## src/dbdc_pkg.sv

```systemverilog
// Summary of operation
// Arbiter serves core and graphics; graphics always wins when both request.
// Core accesses that miss DRAM never occupy or stall the graphics bus.
// Bridge holds exactly one posted core write in a one-word buffer.
// Posted write acks with zero waits; drains only when graphics is idle.
// Graphics engines reach DRAM by burst reads and burst writes.
// Six banks, each with its own size and base, gaps allowed.
// Address is multiplexed into row and column, up to 8M per bank.
// Each bank selects a 3, 4 or 5 clock fast-page access.
// Reset leaves every bank disabled until software enables it.
// Dedicated 16-bit DRAM data bus with its own write enable.
// Refresh drops column strobe before row strobe.
// Refresh runs from reset at a default rate; interval is programmable.
// Bank decode compares a 28-bit address.
// Bank size is one of 512K, 2M or 8M.
// Register or chip-select hits take priority; DRAM stays idle then.
// Pending refresh goes between accesses, ahead of waiting requesters.
// A disabled bank never drops its row strobe for a normal access.
package dbdc_pkg;
  localparam int NUM_BANKS = 6;
  localparam int ADDR_W = 28;
  localparam int DATA_W = 16;
  localparam int DRAM_A_W = 11;
  localparam int BASE_LSB = 19;
  localparam int BASE_W = 9;
  localparam int BANK_IDX_W = 3;
  localparam int BURST_W = 4;
  localparam int TCNT_W = 3;
  // Size codes; code 3 is illegal and never hits.
  localparam logic [1:0] SIZE_512K = 2'h0;
  localparam logic [1:0] SIZE_2M = 2'h1;
  localparam logic [1:0] SIZE_8M = 2'h2;
  localparam logic [BASE_W-1:0] MASK_512K = 9'h1FF;
  localparam logic [BASE_W-1:0] MASK_2M = 9'h1FC;
  localparam logic [BASE_W-1:0] MASK_8M = 9'h1F0;
  // Timing codes and each one's last column-phase index.
  localparam logic [1:0] TIM_3CLK = 2'h0;
  localparam logic [1:0] TIM_4CLK = 2'h1;
  localparam logic [1:0] TIM_5CLK = 2'h2;
  localparam logic [TCNT_W-1:0] COL_LAST_3CLK = 3'h1;
  localparam logic [TCNT_W-1:0] COL_LAST_4CLK = 3'h2;
  localparam logic [TCNT_W-1:0] COL_LAST_5CLK = 3'h3;
  // Bank configuration word fields.
  localparam int CFG_W = 5;
  localparam int CFG_EN_BIT = 0;
  localparam int CFG_SIZE_LSB = 1;
  localparam int CFG_TIM_LSB = 3;
  localparam logic [CFG_W-1:0] CFG_RESET = 5'h0;
  localparam logic [BASE_W-1:0] BASE_RESET = 9'h0;
  // Register port offsets.
  localparam int REG_A_W = 8;
  localparam logic [REG_A_W-1:0] BANK_BASE_OFS = 8'h00;
  localparam logic [REG_A_W-1:0] BANK_CFG_OFS = 8'h01;
  localparam int BANK_STRIDE = 2;
  localparam logic [REG_A_W-1:0] REFRESH_OFS = 8'h10;
  localparam logic [REG_A_W-1:0] STATUS_OFS = 8'h11;
  localparam int STAT_REFPEND_BIT = 0;
  localparam int STAT_WBUF_BIT = 1;
  localparam int STAT_BUSY_BIT = 2;
  // Refresh timing.
  localparam int CLK_PERIOD_NS = 25;
  localparam int REFRESH_NS = 15600;
  localparam int REF_W = 12;
  localparam logic [REF_W-1:0] REFRESH_DEFAULT = REF_W'(REFRESH_NS / CLK_PERIOD_NS);
  localparam logic [TCNT_W-1:0] REF_CAS_LAST = 3'h0;
  localparam logic [TCNT_W-1:0] REF_RAS_LAST = 3'h1;
  typedef enum logic [2:0] {ST_IDLE, ST_ROW, ST_COL, ST_PRE, ST_REF_CAS, ST_REF_RAS} dbdc_state_e;
  typedef enum logic [1:0] {SRC_GFX, SRC_WBUF, SRC_CORE} dbdc_src_e;
endpackage

```

## src/dbdc_bank_if.sv

```systemverilog
`timescale 1ns/10ps
`default_nettype none
// Bank setup in, decode result out, for one address.
interface dbdc_bank_if;
  logic [dbdc_pkg::ADDR_W-1:0] lookAddr;
  logic [dbdc_pkg::BASE_W-1:0] base [dbdc_pkg::NUM_BANKS];
  logic [dbdc_pkg::CFG_W-1:0] cfg [dbdc_pkg::NUM_BANKS];
  logic hit;
  logic [dbdc_pkg::BANK_IDX_W-1:0] bankIdx;
  logic [1:0] sizeCode;
  logic [1:0] timCode;
  modport decoder (input lookAddr, input base, input cfg, output hit, output bankIdx,
                   output sizeCode, output timCode);
  modport ctrl (output lookAddr, output base, output cfg, input hit, input bankIdx,
                input sizeCode, input timCode);
endinterface
`default_nettype wire

```

## src/dbdc_top.sv

```systemverilog
// The implementer's own choices: strobed register access and the register addresses.
`timescale 1ns/10ps
`default_nettype none
module dbdc_top (
  // Clock and reset.
  input wire logic clk,
  input wire logic arst_n,
  // Register port.
  input wire logic [dbdc_pkg::REG_A_W-1:0] regAddr,
  input wire logic [dbdc_pkg::DATA_W-1:0] regWrData,
  input wire logic regWr,
  input wire logic regRd,
  output logic [dbdc_pkg::DATA_W-1:0] regRdData,
  // Processor core side of the bridge.
  input wire logic coreReq,
  input wire logic coreWe,
  input wire logic [dbdc_pkg::ADDR_W-1:0] coreAddr,
  input wire logic [dbdc_pkg::DATA_W-1:0] coreWrData,
  input wire logic coreRegHit,
  input wire logic coreCsHit,
  output logic coreAck,
  output logic [dbdc_pkg::DATA_W-1:0] coreRdData,
  // Graphics unit burst port.
  input wire logic gfxReq,
  input wire logic gfxWe,
  input wire logic [dbdc_pkg::ADDR_W-1:0] gfxAddr,
  input wire logic [dbdc_pkg::BURST_W-1:0] gfxLen,
  input wire logic [dbdc_pkg::DATA_W-1:0] gfxWrData,
  output logic gfxWrTake,
  output logic [dbdc_pkg::DATA_W-1:0] gfxRdData,
  output logic gfxRdValid,
  output logic gfxDone,
  // DRAM pins.
  output logic [dbdc_pkg::DRAM_A_W-1:0] dramAddr,
  output logic [dbdc_pkg::NUM_BANKS-1:0] dramRasN,
  output logic dramCasN,
  output logic dramWeN,
  output logic [dbdc_pkg::DATA_W-1:0] dramDqOut,
  output logic dramDqOe,
  input wire logic [dbdc_pkg::DATA_W-1:0] dramDqIn
);
  // Row address of a byte address.
  function automatic logic [dbdc_pkg::DRAM_A_W-1:0] rowOf(input logic [dbdc_pkg::ADDR_W-1:0] a,
                                                          input logic [1:0] size);
    unique case (size)
      dbdc_pkg::SIZE_512K: rowOf = {2'h0, a[18:10]};
      dbdc_pkg::SIZE_2M: rowOf = {1'h0, a[20:11]};
      default: rowOf = a[22:12];
    endcase
  endfunction

  // Column address of a byte address.
  function automatic logic [dbdc_pkg::DRAM_A_W-1:0] colOf(input logic [dbdc_pkg::ADDR_W-1:0] a,
                                                          input logic [1:0] size);
    unique case (size)
      dbdc_pkg::SIZE_512K: colOf = {2'h0, a[9:1]};
      dbdc_pkg::SIZE_2M: colOf = {1'h0, a[10:1]};
      default: colOf = a[11:1];
    endcase
  endfunction

  // Last column-phase cycle of a timing profile.
  function automatic logic [dbdc_pkg::TCNT_W-1:0] colLastOf(input logic [1:0] tim);
    unique case (tim)
      dbdc_pkg::TIM_3CLK: colLastOf = dbdc_pkg::COL_LAST_3CLK;
      dbdc_pkg::TIM_4CLK: colLastOf = dbdc_pkg::COL_LAST_4CLK;
      default: colLastOf = dbdc_pkg::COL_LAST_5CLK;
    endcase
  endfunction

  dbdc_pkg::dbdc_state_e state_reg, state_next;
  dbdc_pkg::dbdc_src_e src_reg;
  logic [dbdc_pkg::TCNT_W-1:0] tcnt_reg, tcnt_next;
  logic [dbdc_pkg::BANK_IDX_W-1:0] bank_reg;
  logic [1:0] size_reg;
  logic [1:0] tim_reg;
  logic [dbdc_pkg::ADDR_W-1:0] curAddr_reg;
  logic we_reg;
  logic [dbdc_pkg::BURST_W-1:0] left_reg;
  logic wbufFull_reg;
  logic [dbdc_pkg::ADDR_W-1:0] wbufAddr_reg;
  logic [dbdc_pkg::DATA_W-1:0] wbufData_reg;
  logic [dbdc_pkg::REF_W-1:0] refCnt_reg;
  logic [dbdc_pkg::REF_W-1:0] refInterval_reg;
  logic refPend_reg;
  logic [dbdc_pkg::BASE_W-1:0] bankBase_reg [dbdc_pkg::NUM_BANKS];
  logic [dbdc_pkg::CFG_W-1:0] bankCfg_reg [dbdc_pkg::NUM_BANKS];
  logic [dbdc_pkg::DATA_W-1:0] regRdData_reg;
  logic [dbdc_pkg::DATA_W-1:0] dqMeta_reg;
  logic [dbdc_pkg::DATA_W-1:0] dqSync_reg;
  logic [dbdc_pkg::DATA_W-1:0] dqOut_reg;
  logic [dbdc_pkg::DATA_W-1:0] coreRdData_reg;
  logic [dbdc_pkg::DATA_W-1:0] gfxRdData_reg;
  logic coreRdAck_reg;
  logic gfxRdValid_reg;
  logic cap1_reg, cap2_reg;
  logic capGfx1_reg, capGfx2_reg;
  logic [dbdc_pkg::DATA_W-1:0] rdMux;

  // One decoder per side.
  dbdc_bank_if gfxIf ();
  dbdc_bank_if sideIf ();
  dbdc_bank_decode uGfxDec (.bus(gfxIf));
  dbdc_bank_decode uSideDec (.bus(sideIf));
  assign gfxIf.lookAddr = gfxAddr;
  assign sideIf.lookAddr = wbufFull_reg ? wbufAddr_reg : coreAddr;
  assign gfxIf.base = bankBase_reg;
  assign gfxIf.cfg = bankCfg_reg;
  assign sideIf.base = bankBase_reg;
  assign sideIf.cfg = bankCfg_reg;

  // A register or chip-select hit leaves DRAM alone.
  wire coreDram = coreReq && !wbufFull_reg && sideIf.hit && !coreRegHit && !coreCsHit;
  wire coreWrAccept = coreDram && coreWe;
  wire idle = (state_reg == dbdc_pkg::ST_IDLE);

  // Idle priority: refresh, graphics, buffered write, core read.
  wire refGo = idle && refPend_reg;
  wire gfxGo = idle && !refPend_reg && gfxReq && gfxIf.hit;
  wire gfxMiss = idle && !refPend_reg && gfxReq && !gfxIf.hit;
  wire wbGo = idle && !refPend_reg && !gfxReq && wbufFull_reg && sideIf.hit;
  wire wbDrop = idle && !refPend_reg && !gfxReq && wbufFull_reg && !sideIf.hit;
  wire coreGo = idle && !refPend_reg && !gfxReq && coreDram && !coreWe;
  wire anyGo = gfxGo || wbGo || coreGo;

  // Column phase timing.
  wire inCol = (state_reg == dbdc_pkg::ST_COL);
  wire colLast = inCol && (tcnt_reg == colLastOf(tim_reg));
  wire burstEnd = colLast && (left_reg == '0);
  wire capStart = colLast && !we_reg;
  wire pipeBusy = cap1_reg || cap2_reg || coreRdAck_reg || gfxRdValid_reg;

  // Sequencer; refresh never cuts a burst.
  always_comb
  begin
    state_next = state_reg;
    tcnt_next = '0;
    unique case (state_reg)
      dbdc_pkg::ST_IDLE:
      begin
        if (refGo)
          state_next = dbdc_pkg::ST_REF_CAS;
        else if (anyGo)
          state_next = dbdc_pkg::ST_ROW;
      end
      dbdc_pkg::ST_ROW:
        state_next = dbdc_pkg::ST_COL;
      dbdc_pkg::ST_COL:
      begin
        if (burstEnd)
          state_next = dbdc_pkg::ST_PRE;
        else if (!colLast)
          tcnt_next = tcnt_reg + 3'h1;
      end
      dbdc_pkg::ST_PRE:
      begin
        if (!pipeBusy)
          state_next = dbdc_pkg::ST_IDLE;
      end
      dbdc_pkg::ST_REF_CAS:
      begin
        if (tcnt_reg == dbdc_pkg::REF_CAS_LAST)
          state_next = dbdc_pkg::ST_REF_RAS;
        else
          tcnt_next = tcnt_reg + 3'h1;
      end
      dbdc_pkg::ST_REF_RAS:
      begin
        if (tcnt_reg == dbdc_pkg::REF_RAS_LAST)
          state_next = dbdc_pkg::ST_PRE;
        else
          tcnt_next = tcnt_reg + 3'h1;
      end
    endcase
  end

  // Sequencer state.
  always_ff @(posedge clk or negedge arst_n)
  begin
    if (!arst_n)
    begin
      state_reg <= dbdc_pkg::ST_IDLE;
      tcnt_reg <= '0;
    end
    else
    begin
      state_reg <= state_next;
      tcnt_reg <= tcnt_next;
    end
  end

  // Access context, taken at grant, stepped along a burst.
  always_ff @(posedge clk or negedge arst_n)
  begin
    if (!arst_n)
    begin
      src_reg <= dbdc_pkg::SRC_GFX;
      bank_reg <= '0;
      size_reg <= dbdc_pkg::SIZE_512K;
      tim_reg <= dbdc_pkg::TIM_3CLK;
      curAddr_reg <= '0;
      we_reg <= 1'b0;
      left_reg <= '0;
    end
    else if (gfxGo)
    begin
      src_reg <= dbdc_pkg::SRC_GFX;
      bank_reg <= gfxIf.bankIdx;
      size_reg <= gfxIf.sizeCode;
      tim_reg <= gfxIf.timCode;
      curAddr_reg <= gfxAddr;
      we_reg <= gfxWe;
      left_reg <= gfxLen;
    end
    else if (wbGo || coreGo)
    begin
      src_reg <= wbGo ? dbdc_pkg::SRC_WBUF : dbdc_pkg::SRC_CORE;
      bank_reg <= sideIf.bankIdx;
      size_reg <= sideIf.sizeCode;
      tim_reg <= sideIf.timCode;
      curAddr_reg <= wbGo ? wbufAddr_reg : coreAddr;
      we_reg <= wbGo;
      left_reg <= '0;
    end
    else if (colLast && !burstEnd)
    begin
      curAddr_reg <= curAddr_reg + 28'h2;
      left_reg <= left_reg - 4'h1;
    end
  end

  // Posted write buffer; freed at its drain grant.
  always_ff @(posedge clk or negedge arst_n)
  begin
    if (!arst_n)
    begin
      wbufFull_reg <= 1'b0;
      wbufAddr_reg <= '0;
      wbufData_reg <= '0;
    end
    else if (coreWrAccept)
    begin
      wbufFull_reg <= 1'b1;
      wbufAddr_reg <= coreAddr;
      wbufData_reg <= coreWrData;
    end
    else if (wbGo || wbDrop)
      wbufFull_reg <= 1'b0;
  end

  // Write data load at the drain grant, or for graphics in column cycle 0, before the strobe falls.
  always_ff @(posedge clk or negedge arst_n)
  begin
    if (!arst_n)
      dqOut_reg <= '0;
    else if (wbGo)
      dqOut_reg <= wbufData_reg;
    else if (inCol && (tcnt_reg == '0) && (src_reg == dbdc_pkg::SRC_GFX))
      dqOut_reg <= gfxWrData;
  end

  // Refresh timer runs from reset; set wins over a start.
  wire refTick = (refCnt_reg == '0);
  always_ff @(posedge clk or negedge arst_n)
  begin
    if (!arst_n)
    begin
      refCnt_reg <= dbdc_pkg::REFRESH_DEFAULT;
      refPend_reg <= 1'b0;
    end
    else
    begin
      refCnt_reg <= refTick ? refInterval_reg : refCnt_reg - 12'h1;
      refPend_reg <= refTick || (refPend_reg && !refGo);
    end
  end

  // Data pins pass two flops; the capture strobe is delayed to match.
  always_ff @(posedge clk or negedge arst_n)
  begin
    if (!arst_n)
    begin
      dqMeta_reg <= '0;
      dqSync_reg <= '0;
      cap1_reg <= 1'b0;
      cap2_reg <= 1'b0;
      capGfx1_reg <= 1'b0;
      capGfx2_reg <= 1'b0;
    end
    else
    begin
      dqMeta_reg <= dramDqIn;
      dqSync_reg <= dqMeta_reg;
      cap1_reg <= capStart;
      cap2_reg <= cap1_reg;
      capGfx1_reg <= (src_reg == dbdc_pkg::SRC_GFX);
      capGfx2_reg <= capGfx1_reg;
    end
  end

  // Read results to the access owner.
  always_ff @(posedge clk or negedge arst_n)
  begin
    if (!arst_n)
    begin
      coreRdData_reg <= '0;
      gfxRdData_reg <= '0;
      coreRdAck_reg <= 1'b0;
      gfxRdValid_reg <= 1'b0;
    end
    else
    begin
      coreRdAck_reg <= cap2_reg && !capGfx2_reg;
      gfxRdValid_reg <= cap2_reg && capGfx2_reg;
      if (cap2_reg && !capGfx2_reg)
        coreRdData_reg <= dqSync_reg;
      if (cap2_reg && capGfx2_reg)
        gfxRdData_reg <= dqSync_reg;
    end
  end

  // Register writes; banks reset disabled.
  genvar b;
  generate
    for (b = 0; b < dbdc_pkg::NUM_BANKS; b++)
    begin : gBankReg
      localparam logic [dbdc_pkg::REG_A_W-1:0] OFS = dbdc_pkg::REG_A_W'(b * dbdc_pkg::BANK_STRIDE);
      always_ff @(posedge clk or negedge arst_n)
      begin
        if (!arst_n)
        begin
          bankBase_reg[b] <= dbdc_pkg::BASE_RESET;
          bankCfg_reg[b] <= dbdc_pkg::CFG_RESET;
        end
        else if (regWr && (regAddr == dbdc_pkg::BANK_BASE_OFS + OFS))
          bankBase_reg[b] <= regWrData[dbdc_pkg::BASE_W-1:0];
        else if (regWr && (regAddr == dbdc_pkg::BANK_CFG_OFS + OFS))
          bankCfg_reg[b] <= regWrData[dbdc_pkg::CFG_W-1:0];
      end
    end
  endgenerate

  // New interval applies at the next timer reload.
  always_ff @(posedge clk or negedge arst_n)
  begin
    if (!arst_n)
      refInterval_reg <= dbdc_pkg::REFRESH_DEFAULT;
    else if (regWr && (regAddr == dbdc_pkg::REFRESH_OFS))
      refInterval_reg <= regWrData[dbdc_pkg::REF_W-1:0];
  end

  // Unmapped offsets read as zero.
  always_comb
  begin
    rdMux = '0;
    for (int i = 0; i < dbdc_pkg::NUM_BANKS; i++)
    begin
      if (regAddr == dbdc_pkg::BANK_BASE_OFS + dbdc_pkg::REG_A_W'(i * dbdc_pkg::BANK_STRIDE))
        rdMux = {7'h0, bankBase_reg[i]};
      if (regAddr == dbdc_pkg::BANK_CFG_OFS + dbdc_pkg::REG_A_W'(i * dbdc_pkg::BANK_STRIDE))
        rdMux = {11'h0, bankCfg_reg[i]};
    end
    if (regAddr == dbdc_pkg::REFRESH_OFS)
      rdMux = {4'h0, refInterval_reg};
    if (regAddr == dbdc_pkg::STATUS_OFS)
    begin
      rdMux[dbdc_pkg::STAT_REFPEND_BIT] = refPend_reg;
      rdMux[dbdc_pkg::STAT_WBUF_BIT] = wbufFull_reg;
      rdMux[dbdc_pkg::STAT_BUSY_BIT] = !idle;
    end
  end

  // Read data stand one cycle only.
  always_ff @(posedge clk or negedge arst_n)
  begin
    if (!arst_n)
      regRdData_reg <= '0;
    else
      regRdData_reg <= regRd ? rdMux : 16'h0;
  end

  // DRAM strobes decode from the sequencer flops.
  wire rowActive = (state_reg == dbdc_pkg::ST_ROW) || inCol;
  wire refRas = (state_reg == dbdc_pkg::ST_REF_RAS);
  genvar r;
  generate
    for (r = 0; r < dbdc_pkg::NUM_BANKS; r++)
    begin : gRas
      assign dramRasN[r] = !((rowActive && (bank_reg == dbdc_pkg::BANK_IDX_W'(r))) || refRas);
    end
  endgenerate
  assign dramCasN = !((inCol && (tcnt_reg != '0)) ||
                      (state_reg == dbdc_pkg::ST_REF_CAS) || refRas);
  assign dramWeN = !(inCol && we_reg);
  assign dramDqOe = inCol && we_reg;
  assign dramDqOut = dqOut_reg;
  assign dramAddr = inCol ? colOf(curAddr_reg, size_reg) : rowOf(curAddr_reg, size_reg);

  // Requester handshakes.
  assign coreAck = coreWrAccept || coreRdAck_reg;
  assign coreRdData = coreRdData_reg;
  assign gfxWrTake = colLast && we_reg && (src_reg == dbdc_pkg::SRC_GFX);
  assign gfxDone = (burstEnd && (src_reg == dbdc_pkg::SRC_GFX)) || gfxMiss;
  assign gfxRdData = gfxRdData_reg;
  assign gfxRdValid = gfxRdValid_reg;
  assign regRdData = regRdData_reg;
endmodule
`default_nettype wire

```

## src/dbdc_bank_decode.sv

```systemverilog
`timescale 1ns/10ps
`default_nettype none
module dbdc_bank_decode (
  // Lookup and result.
  dbdc_bank_if.decoder bus
);
  // Base bits compared for a size.
  function automatic logic [dbdc_pkg::BASE_W-1:0] sizeMask(input logic [1:0] size);
    unique case (size)
      dbdc_pkg::SIZE_512K: sizeMask = dbdc_pkg::MASK_512K;
      dbdc_pkg::SIZE_2M: sizeMask = dbdc_pkg::MASK_2M;
      default: sizeMask = dbdc_pkg::MASK_8M;
    endcase
  endfunction

  logic [dbdc_pkg::NUM_BANKS-1:0] bankHit;
  wire [dbdc_pkg::BASE_W-1:0] addrTop = bus.lookAddr[dbdc_pkg::ADDR_W-1:dbdc_pkg::BASE_LSB];

  // A bank hits only when enabled with a legal size.
  genvar g;
  generate
    for (g = 0; g < dbdc_pkg::NUM_BANKS; g++)
    begin : gBank
      wire [1:0] sz = bus.cfg[g][dbdc_pkg::CFG_SIZE_LSB +: 2];
      assign bankHit[g] = bus.cfg[g][dbdc_pkg::CFG_EN_BIT] && (sz != 2'h3) &&
        (((addrTop ^ bus.base[g]) & sizeMask(sz)) == '0);
    end
  endgenerate

  // Lowest index wins on overlap.
  always_comb
  begin
    bus.hit = 1'b0;
    bus.bankIdx = '0;
    for (int i = dbdc_pkg::NUM_BANKS - 1; i >= 0; i--)
    begin
      if (bankHit[i])
      begin
        bus.hit = 1'b1;
        bus.bankIdx = dbdc_pkg::BANK_IDX_W'(i);
      end
    end
  end

  assign bus.sizeCode = bus.cfg[bus.bankIdx][dbdc_pkg::CFG_SIZE_LSB +: 2];
  assign bus.timCode = bus.cfg[bus.bankIdx][dbdc_pkg::CFG_TIM_LSB +: 2];
endmodule
`default_nettype wire

```

## config.mk

```make
export PLATFORM = sky130hd
export DESIGN_NAME = dbdc_top
export DESIGN_NICKNAME = d
export VERILOG_FILES = /design/src/dbdc_pkg.sv /design/src/dbdc_bank_if.sv /design/src/dbdc_top.sv /design/src/dbdc_bank_decode.sv
export SDC_FILE = /design/constraint.sdc
export NUM_CORES = 1
export LEC_CHECK = 0
export BUFFER_PORTS_ARGS = -buffer_cell sky130_fd_sc_hd__buf_2
export CAP_MARGIN = 20
export CORE_MARGIN = 10
export CORE_UTILIZATION = 33
export CTS_BUF_LIST = sky130_fd_sc_hd__clkbuf_4
export DETAILED_ROUTE_END_ITERATION = 12
export PLACE_DENSITY = 0.48
export SYNTH_ARGS = -nofsm -noshare
export SYNTH_HDL_FRONTEND = slang
export SYNTH_SLANG_ARGS = --single-unit
export TNS_END_PERCENT = 5
```

## constraint.sdc

```tcl
create_clock -name clk -period 3.1 [get_ports clk]
set_input_delay 0.155 -clock clk [delete_from_list [all_inputs] [get_ports clk]]
set_output_delay 0.155 -clock clk [all_outputs]
set_load 0.01 [all_outputs]
```

# ---- Word-level counts from Yosys, hierarchy flattened
# Index checks and enable logic that the tools add are counted.
dict set report op_classes {
  n_lt_le_gt_ge 2
  multipliers 0
  n_mux 91
  add_sub_neg 4
  n_div 0
  shifts 0
  n_bitwise 32
  reduce_logical 146
  n_eq_ne 44
}
# operator n
set ops {}
lappend ops {{2-to-1 mux 16 bit} 15}
lappend ops {{2-to-1 mux 28 bit} 5}
lappend ops {{bitwise AND 9 bit} 12}
lappend ops {{zero test 9 bit} 12}
lappend ops {{bitwise XOR 9 bit} 12}
lappend ops {{2-to-1 mux 3 bit} 25}
lappend ops {{logical AND 1 bit} 67}
lappend ops {{one-hot mux 4 bit (2 select lines)} 6}
lappend ops {{one-hot mux 11 bit (2 select lines)} 2}
lappend ops {{equality test 8 x 3 -> 1 bit (second input constant)} 4}
lappend ops {{equality test 8 x 4 -> 1 bit (second input constant)} 4}
lappend ops {{binary-select mux 5 bit (select 3 bit)} 2}
lappend ops {{adder 28 x 2 -> 28 bit (second input constant)} 1}
lappend ops {{zero test 1 bit} 21}
lappend ops {{2-to-1 mux 5 bit} 4}
lappend ops {{logical OR 1 bit} 19}
lappend ops {{zero test 2 bit} 9}
lappend ops {{one-hot mux 3 bit (6 select lines)} 1}
lappend ops {{equality test 2 x 1 -> 1 bit (second input constant)} 8}
lappend ops {{equality test 8 x 2 -> 1 bit (second input constant)} 2}
lappend ops {{equality test 8 x 5 -> 1 bit (second input constant)} 2}
lappend ops {{2-to-1 mux 1 bit} 16}
lappend ops {{inequality test 2 bit (second input constant)} 8}
lappend ops {{2-to-1 mux 2 bit} 7}
lappend ops {{other kinds (27)} 55}
dict set report totals {
  memories 0
  elab_cells 358
  mem_bits_ro 0
  reg_bits 304
  latch_bits 0
  in_bits 142
  output_inout_bits 88
  ramBits 0
}

# ---- Depth between registers and ports, before layout
dict set report depth {
  ltp_word 20
  mapped_depth 13
  mapped_depth_nobuf 10
}

# ---- Cells and area by module
# A second synthesis with hierarchy kept.
dict set report unflattened {
  hier_cells 1512
  area_unflattened_um2 16443.3
}
# mod cells_per_inst instances area_each_um2 seq_area_each_um2
set modules_own_cells {}
lappend modules_own_cells {dbdc_top 1234 1 14046.0 7367.1}
lappend modules_own_cells {dbdc_bank_decode 139 2 1198.6 0.0}

# ---- Worst setup path before layout
# No wires, ideal clock.
dict set report synth_path {
  path_kind {register -> register}
  startpoint {register wbufFull_reg}
  endpoint {register wbufAddr_reg[10] in the netlist's numbering}
  n_path_buf 4
  setup_time_ns 0.125
  arrival_time_ns 2.714
  path_stages_with_launch 12
  path_slack_ns 0.260
  t_required_ns 2.975
  synth_period_minus_slack_ns 2.840
  cell_sequence {dfrtp_1 -> buf_6 -> buf_6 -> mux2i_2 -> xor2_1 -> a41oi_1 -> or4_1 -> clkbuf_1 -> nand4_2 -> o211ai_4 -> buf_6 -> mux2_4}
}
dict set report synth_between {
  elab_chain_cells 15
}
# element line
set synth_lines {}
lappend synth_lines {{from (decl)} dbdc_top.sv:80} ;# logic wbufFull_reg;
lappend synth_lines {{from (signal assigned)} dbdc_top.sv:237} ;# wbufFull_reg <= 1'b0;
lappend synth_lines {{from (signal assigned)} dbdc_top.sv:243} ;# wbufFull_reg <= 1'b1;
lappend synth_lines {{from (signal assigned)} dbdc_top.sv:248} ;# wbufFull_reg <= 1'b0;
lappend synth_lines {{2-to-1 mux 28 bit} dbdc_top.sv:106} ;# assign sideIf.lookAddr = wbufFull_reg ? wbufAddr_reg : coreAddr;
lappend synth_lines {{bitwise XOR 9 bit} dbdc_bank_decode.sv:26} ;# (((addrTop ^ bus.base[g]) & sizeMask(sz)) == '0);
lappend synth_lines {{bitwise AND 9 bit} dbdc_bank_decode.sv:26}
lappend synth_lines {{zero test 9 bit} dbdc_bank_decode.sv:26}
lappend synth_lines {{logical AND 1 bit} dbdc_bank_decode.sv:25} ;# assign bankHit[g] = bus.cfg[g][dbdc_pkg::CFG_EN_BIT] && (sz != 2'h3) &&
lappend synth_lines {{2-to-1 mux 1 bit (6 in a row)} dbdc_bank_decode.sv:37} ;# if (bankHit[i])
lappend synth_lines {{logical AND 1 bit * (3 in a row)} dbdc_top.sv:113} ;# wire coreDram = coreReq && !wbufFull_reg && sideIf.hit && !coreRegHit && !coreCsHit;
lappend synth_lines {{logical AND 1 bit *} dbdc_top.sv:114} ;# wire coreWrAccept = coreDram && coreWe;
lappend synth_lines {{to (signal assigned)} dbdc_top.sv:244} ;# wbufAddr_reg <= coreAddr;
lappend synth_lines {{to (decl)} dbdc_top.sv:81} ;# logic [dbdc_pkg::ADDR_W-1:0] wbufAddr_reg;
# Every way passes the cells marked *; elsewhere a longest branch is shown, timed or not.
# A chain may end at the register's enable or synchronous reset.

# ---- Final worst setup path
dict set report layout_path {
  startpoint {register wbufFull_reg}
  endpoint {output port coreAck}
}
dict set report layout_between {
  elab_chain_cells 16
}
# element line
set layout_lines {}
lappend layout_lines {{2-to-1 mux 28 bit} dbdc_top.sv:106}
lappend layout_lines {{bitwise XOR 9 bit} dbdc_bank_decode.sv:26}
lappend layout_lines {{bitwise AND 9 bit} dbdc_bank_decode.sv:26}
lappend layout_lines {{zero test 9 bit} dbdc_bank_decode.sv:26}
lappend layout_lines {{logical AND 1 bit} dbdc_bank_decode.sv:25}
lappend layout_lines {{2-to-1 mux 1 bit (6 in a row)} dbdc_bank_decode.sv:37}
lappend layout_lines {{logical AND 1 bit * (3 in a row)} dbdc_top.sv:113}
lappend layout_lines {{logical AND 1 bit *} dbdc_top.sv:114}
lappend layout_lines {{logical OR 1 bit *} dbdc_top.sv:400} ;# assign coreAck = coreWrAccept || coreRdAck_reg;
lappend layout_lines {{to (decl)} dbdc_top.sv:21} ;# output logic coreAck,
# Marks and branches as above.

==> qor.csv <==
metric,value,unit
slew_headroom,0.420,
ys.flop_type,dfrtp_1,
hold_path.class,in2reg,
cts_root_buffer,clkbuf_4,
fin_crit_sh,1.11,
required,2.94,ns
grt_overflow,0,
clockBufferDepth,3,
numCtsBuffers,86,
slowest_delay,0.61,ns
worstSetupPathType,reg2out,
die_y,238,um
async_flop_share,1.00,
rows,79,
multi_input_area,8050,sq um
grt_pass1_vias,14300,
worst_path_max_delay_cell,or4_4,
largest_reg_flops,54,
setup_violations,39,
fillers,4428,
synth_edf_count,0,
fin_ws,-0.354,ns
design.portCount,230,
clkSlewWorstSetupHoldPaths,0.07,ns
power_switching,4.02,mW
synth.distinct_cells,78,
ir_drop,258,uV
dr_total_vias,13700,
wirelength,56.8,mm
ys_top_cells_by_count,"285 x dfrtp_1, 140 x mux2_2, 113 x nand2_1, 94 x nor2_1, 81 x a21oi_1",
synth_area_per_cell,10.8,sq um
place.detailed.hpwl,40.5,mm
rsz0062_at_grt,true,
crit_family,simple AND/OR/NAND/NOR gates,
htreeDepth,3,
synthTopCellsByArea,"dfrtp_1 46%, mux2_2 10%, xnor2_1 3.8%, mux2_4 3.6%, xor2_1 3.4%",
core-area,46700,sq um
tritoncts,built,
synth_cells,1444,
place_ws,-0.392,ns
path_cells,"buf_12, mux2i_4, buf_12, xor2_2, nand4_1, or4_4, nand4_4, o211ai_4, buf_12, nand2b_4, buf_6",
area_delta_synth_final,37.2,%
yosysMostFrequentCell,dfrtp_1,
synth_top_area_frac,0.456,
fmax,290,MHz
power_frac_seq,0.407,
violations,setup timing,
share_clk_of_total_power,0.326,
power_leakage,10.2,nW
synth_largest_area_cell,dfrtp_1,
viasPerCell,5.17,
endpoint_kind,output pin,
drc_errors,0,
place.gp.congestion,0.920,
power.total,12.1,mW
syn-cell-area,15600,sq um
track_usage,0.199,
drtIter0Drc,912,
ys_seq_elements,293,
drive_above_1_share,0.367,
internal_power,8.09,mW
nets,2129,
ys_warn_count,0,
antenna_left,0,
status,"finished, violations left",
initial_utilization,0.335,
cp.arrival,3.30,ns
seq_area_frac_synth,0.470,
wl_per_cell,21.4,um
grt_max_degree,87,
switching_share,0.332,
die_x,238,um
clock_latency,0.87,ns
cap_viol_max_count,0,
maxSlewViolCount,0,
critPathLaunchType,flip-flop,
design.die.area,56500,sq um
clock-sinks,293,
port_buffers,219,
ff_latch_area,7350,sq um
path_buf_inv,4,
grt_pass1_wl,87.2,mm
hold_viol,0,
antenna_found_initial,4,
dr.pass1.iters,6,
skew,0.0725,ns
period_minus_slack,3.45,ns
crit_top_cell,buf_12,
pwr-share-comb,0.267,
critical_path_peak_fanout,8,
powerDensity,565,nW/um^2
worstMarginPinSlew,0.868,ns
[cell families (layout without fill, tap and decap cells)]
| family | after synthesis | count (layout) | share of synthesized area |
|---|---|---|---|
| muxes | 244 | 244 | 0.188 |
| DFF | 293 | 293 | 0.470 |
| xor gates and xnor gates | 127 | 127 | 0.0711 |
| adders and majority gates | 8 | 8 | 0.00640 |
| AOI/OAI and AO/OA | 275 | 275 | 0.112 |
| buffers and inverters | 111 | 711 | 0.0326 |
| other | 1 | 7 | 0.000240 |
| and+or+nand+nor | 385 | 385 | 0.120 |
[power by group through the flow]
| stage | Combinational [mW] | Clock [mW] | Sequential (mW) |
|---|---|---|---|
| 2_1_floorplan | 1.72 | 0 | 4.89 |
| 3_3_place_gp | 2.90 | 0 | 4.97 |
| 3_5_place_dp | 2.93 | 0 | 4.99 |
| 4_1_cts | 3.15 | 4.08 | 4.92 |
| 5_1_grt | 3.54 | 4.30 | 5.01 |
| 6_report | 3.24 | 3.94 | 4.93 |
[tightest hold or removal path, stage by stage]
cell and delay [ns]:
buf_2 0.22, nand4_1 0.32, mux2_2 0.21
[per-stage QoR]
stage	setup TNS, ns	hold WS (ns)	cells	area [sq um]	utilization
CTS	-2.27	0.00145	2640	21200	0.454
global placement	-7.97	0.250	2305	18100	0.388
global route	-6.61	0.0634	2657	21400	0.460
detailed placement	-8.39	0.239	2305	18100	0.388
finish	-1.47	0.0783	2657	21400	0.460
floorplan	0	-0.141	1447	15600	-
[timing repair]
action                                 CTS  global route
hold buffers                           170             0
gates cloned                             1             0
pin swaps                                7            20
setup buffers                            8            14
setup endpoints to repair               44            89
gates resized for setup                 20            37
endpoints found under the hold margin  501             0
[path summary, 6_finish.rpt]
check	cells past startpoint	slack, ns	start	end
setup / recovery	11	-0.35	wbufFull_reg	coreAck
hold / removal	3	0.08	regAddr[0]	bankCfg_reg[24]
setup reg to reg	15	-0.07	wbufFull_reg	curAddr_reg[22]
hold reg to reg	0	0.30	dqMeta_reg[5]	dqSync_reg[5]
max in group asynchronous	4	2.10	arst_n	curAddr_reg[19]
min in group asynchronous	4	0.51	arst_n	left_reg[1]
[layout make-up]
| type | instances | share of cell area |
|---|---|---|
| inverters | 28 | 0.00490 |
| flip-flops and latches | 293 | 0.343 |
| multi-input cells | 1043 | 0.376 |
| clock buffers | 126 | 0.0441 |
| clock inverters | 30 | 0.0101 |
| repair buffers | 527 | 0.187 |
| well taps | 607 | 0.0354 |
| diodes | 3 | 0.000350 |
[layer usage]
layer / vias to the layer above / part of all wire / track usage
met3: 106 / 0.055 / 0.0392
met4: 2 / 0.030 / 0.0818
met5: - / 0.00023 / 0
met2: 426 / 0.47 / 0.323
met1: 6891 / 0.44 / 0.255
li1: 6309 / - / -
[layout by cell type, fill, tap and decap left out, types with 8 or more instances in the layout]
master         Yosys  routed
buf_4              6     123
a31oi_1           13      13
nor4_1            19      12
nand4_1           14      14
dlygate4sd3_1      0     169
buf_2              9     217
mux2_4            38      38
mux2i_1           51      48
buf_12             0       8
nor2_1            94      93
ha_1               8       8
nand3_1           32      31
o21ai_0           55      54
clkinv_1           1      17
inv_1             27      27
mux2_2           140     140
a21oi_1           81      79
nand2_1          113     110
nor3_1            29      27
o21ai_1           12      11
clkbuf_4           0     126
and3_1            17      17
o22ai_1           18      18
a22oi_1           20      20
mux2i_2            6       8
xnor2_1           67      67
dfstp_2            8       8
xor2_1            60      59
o21a_1             8       8
dfrtp_1          285     279
and2_1            11       9
nor2b_1           15      15
Power figures use the tool's default switching activity.
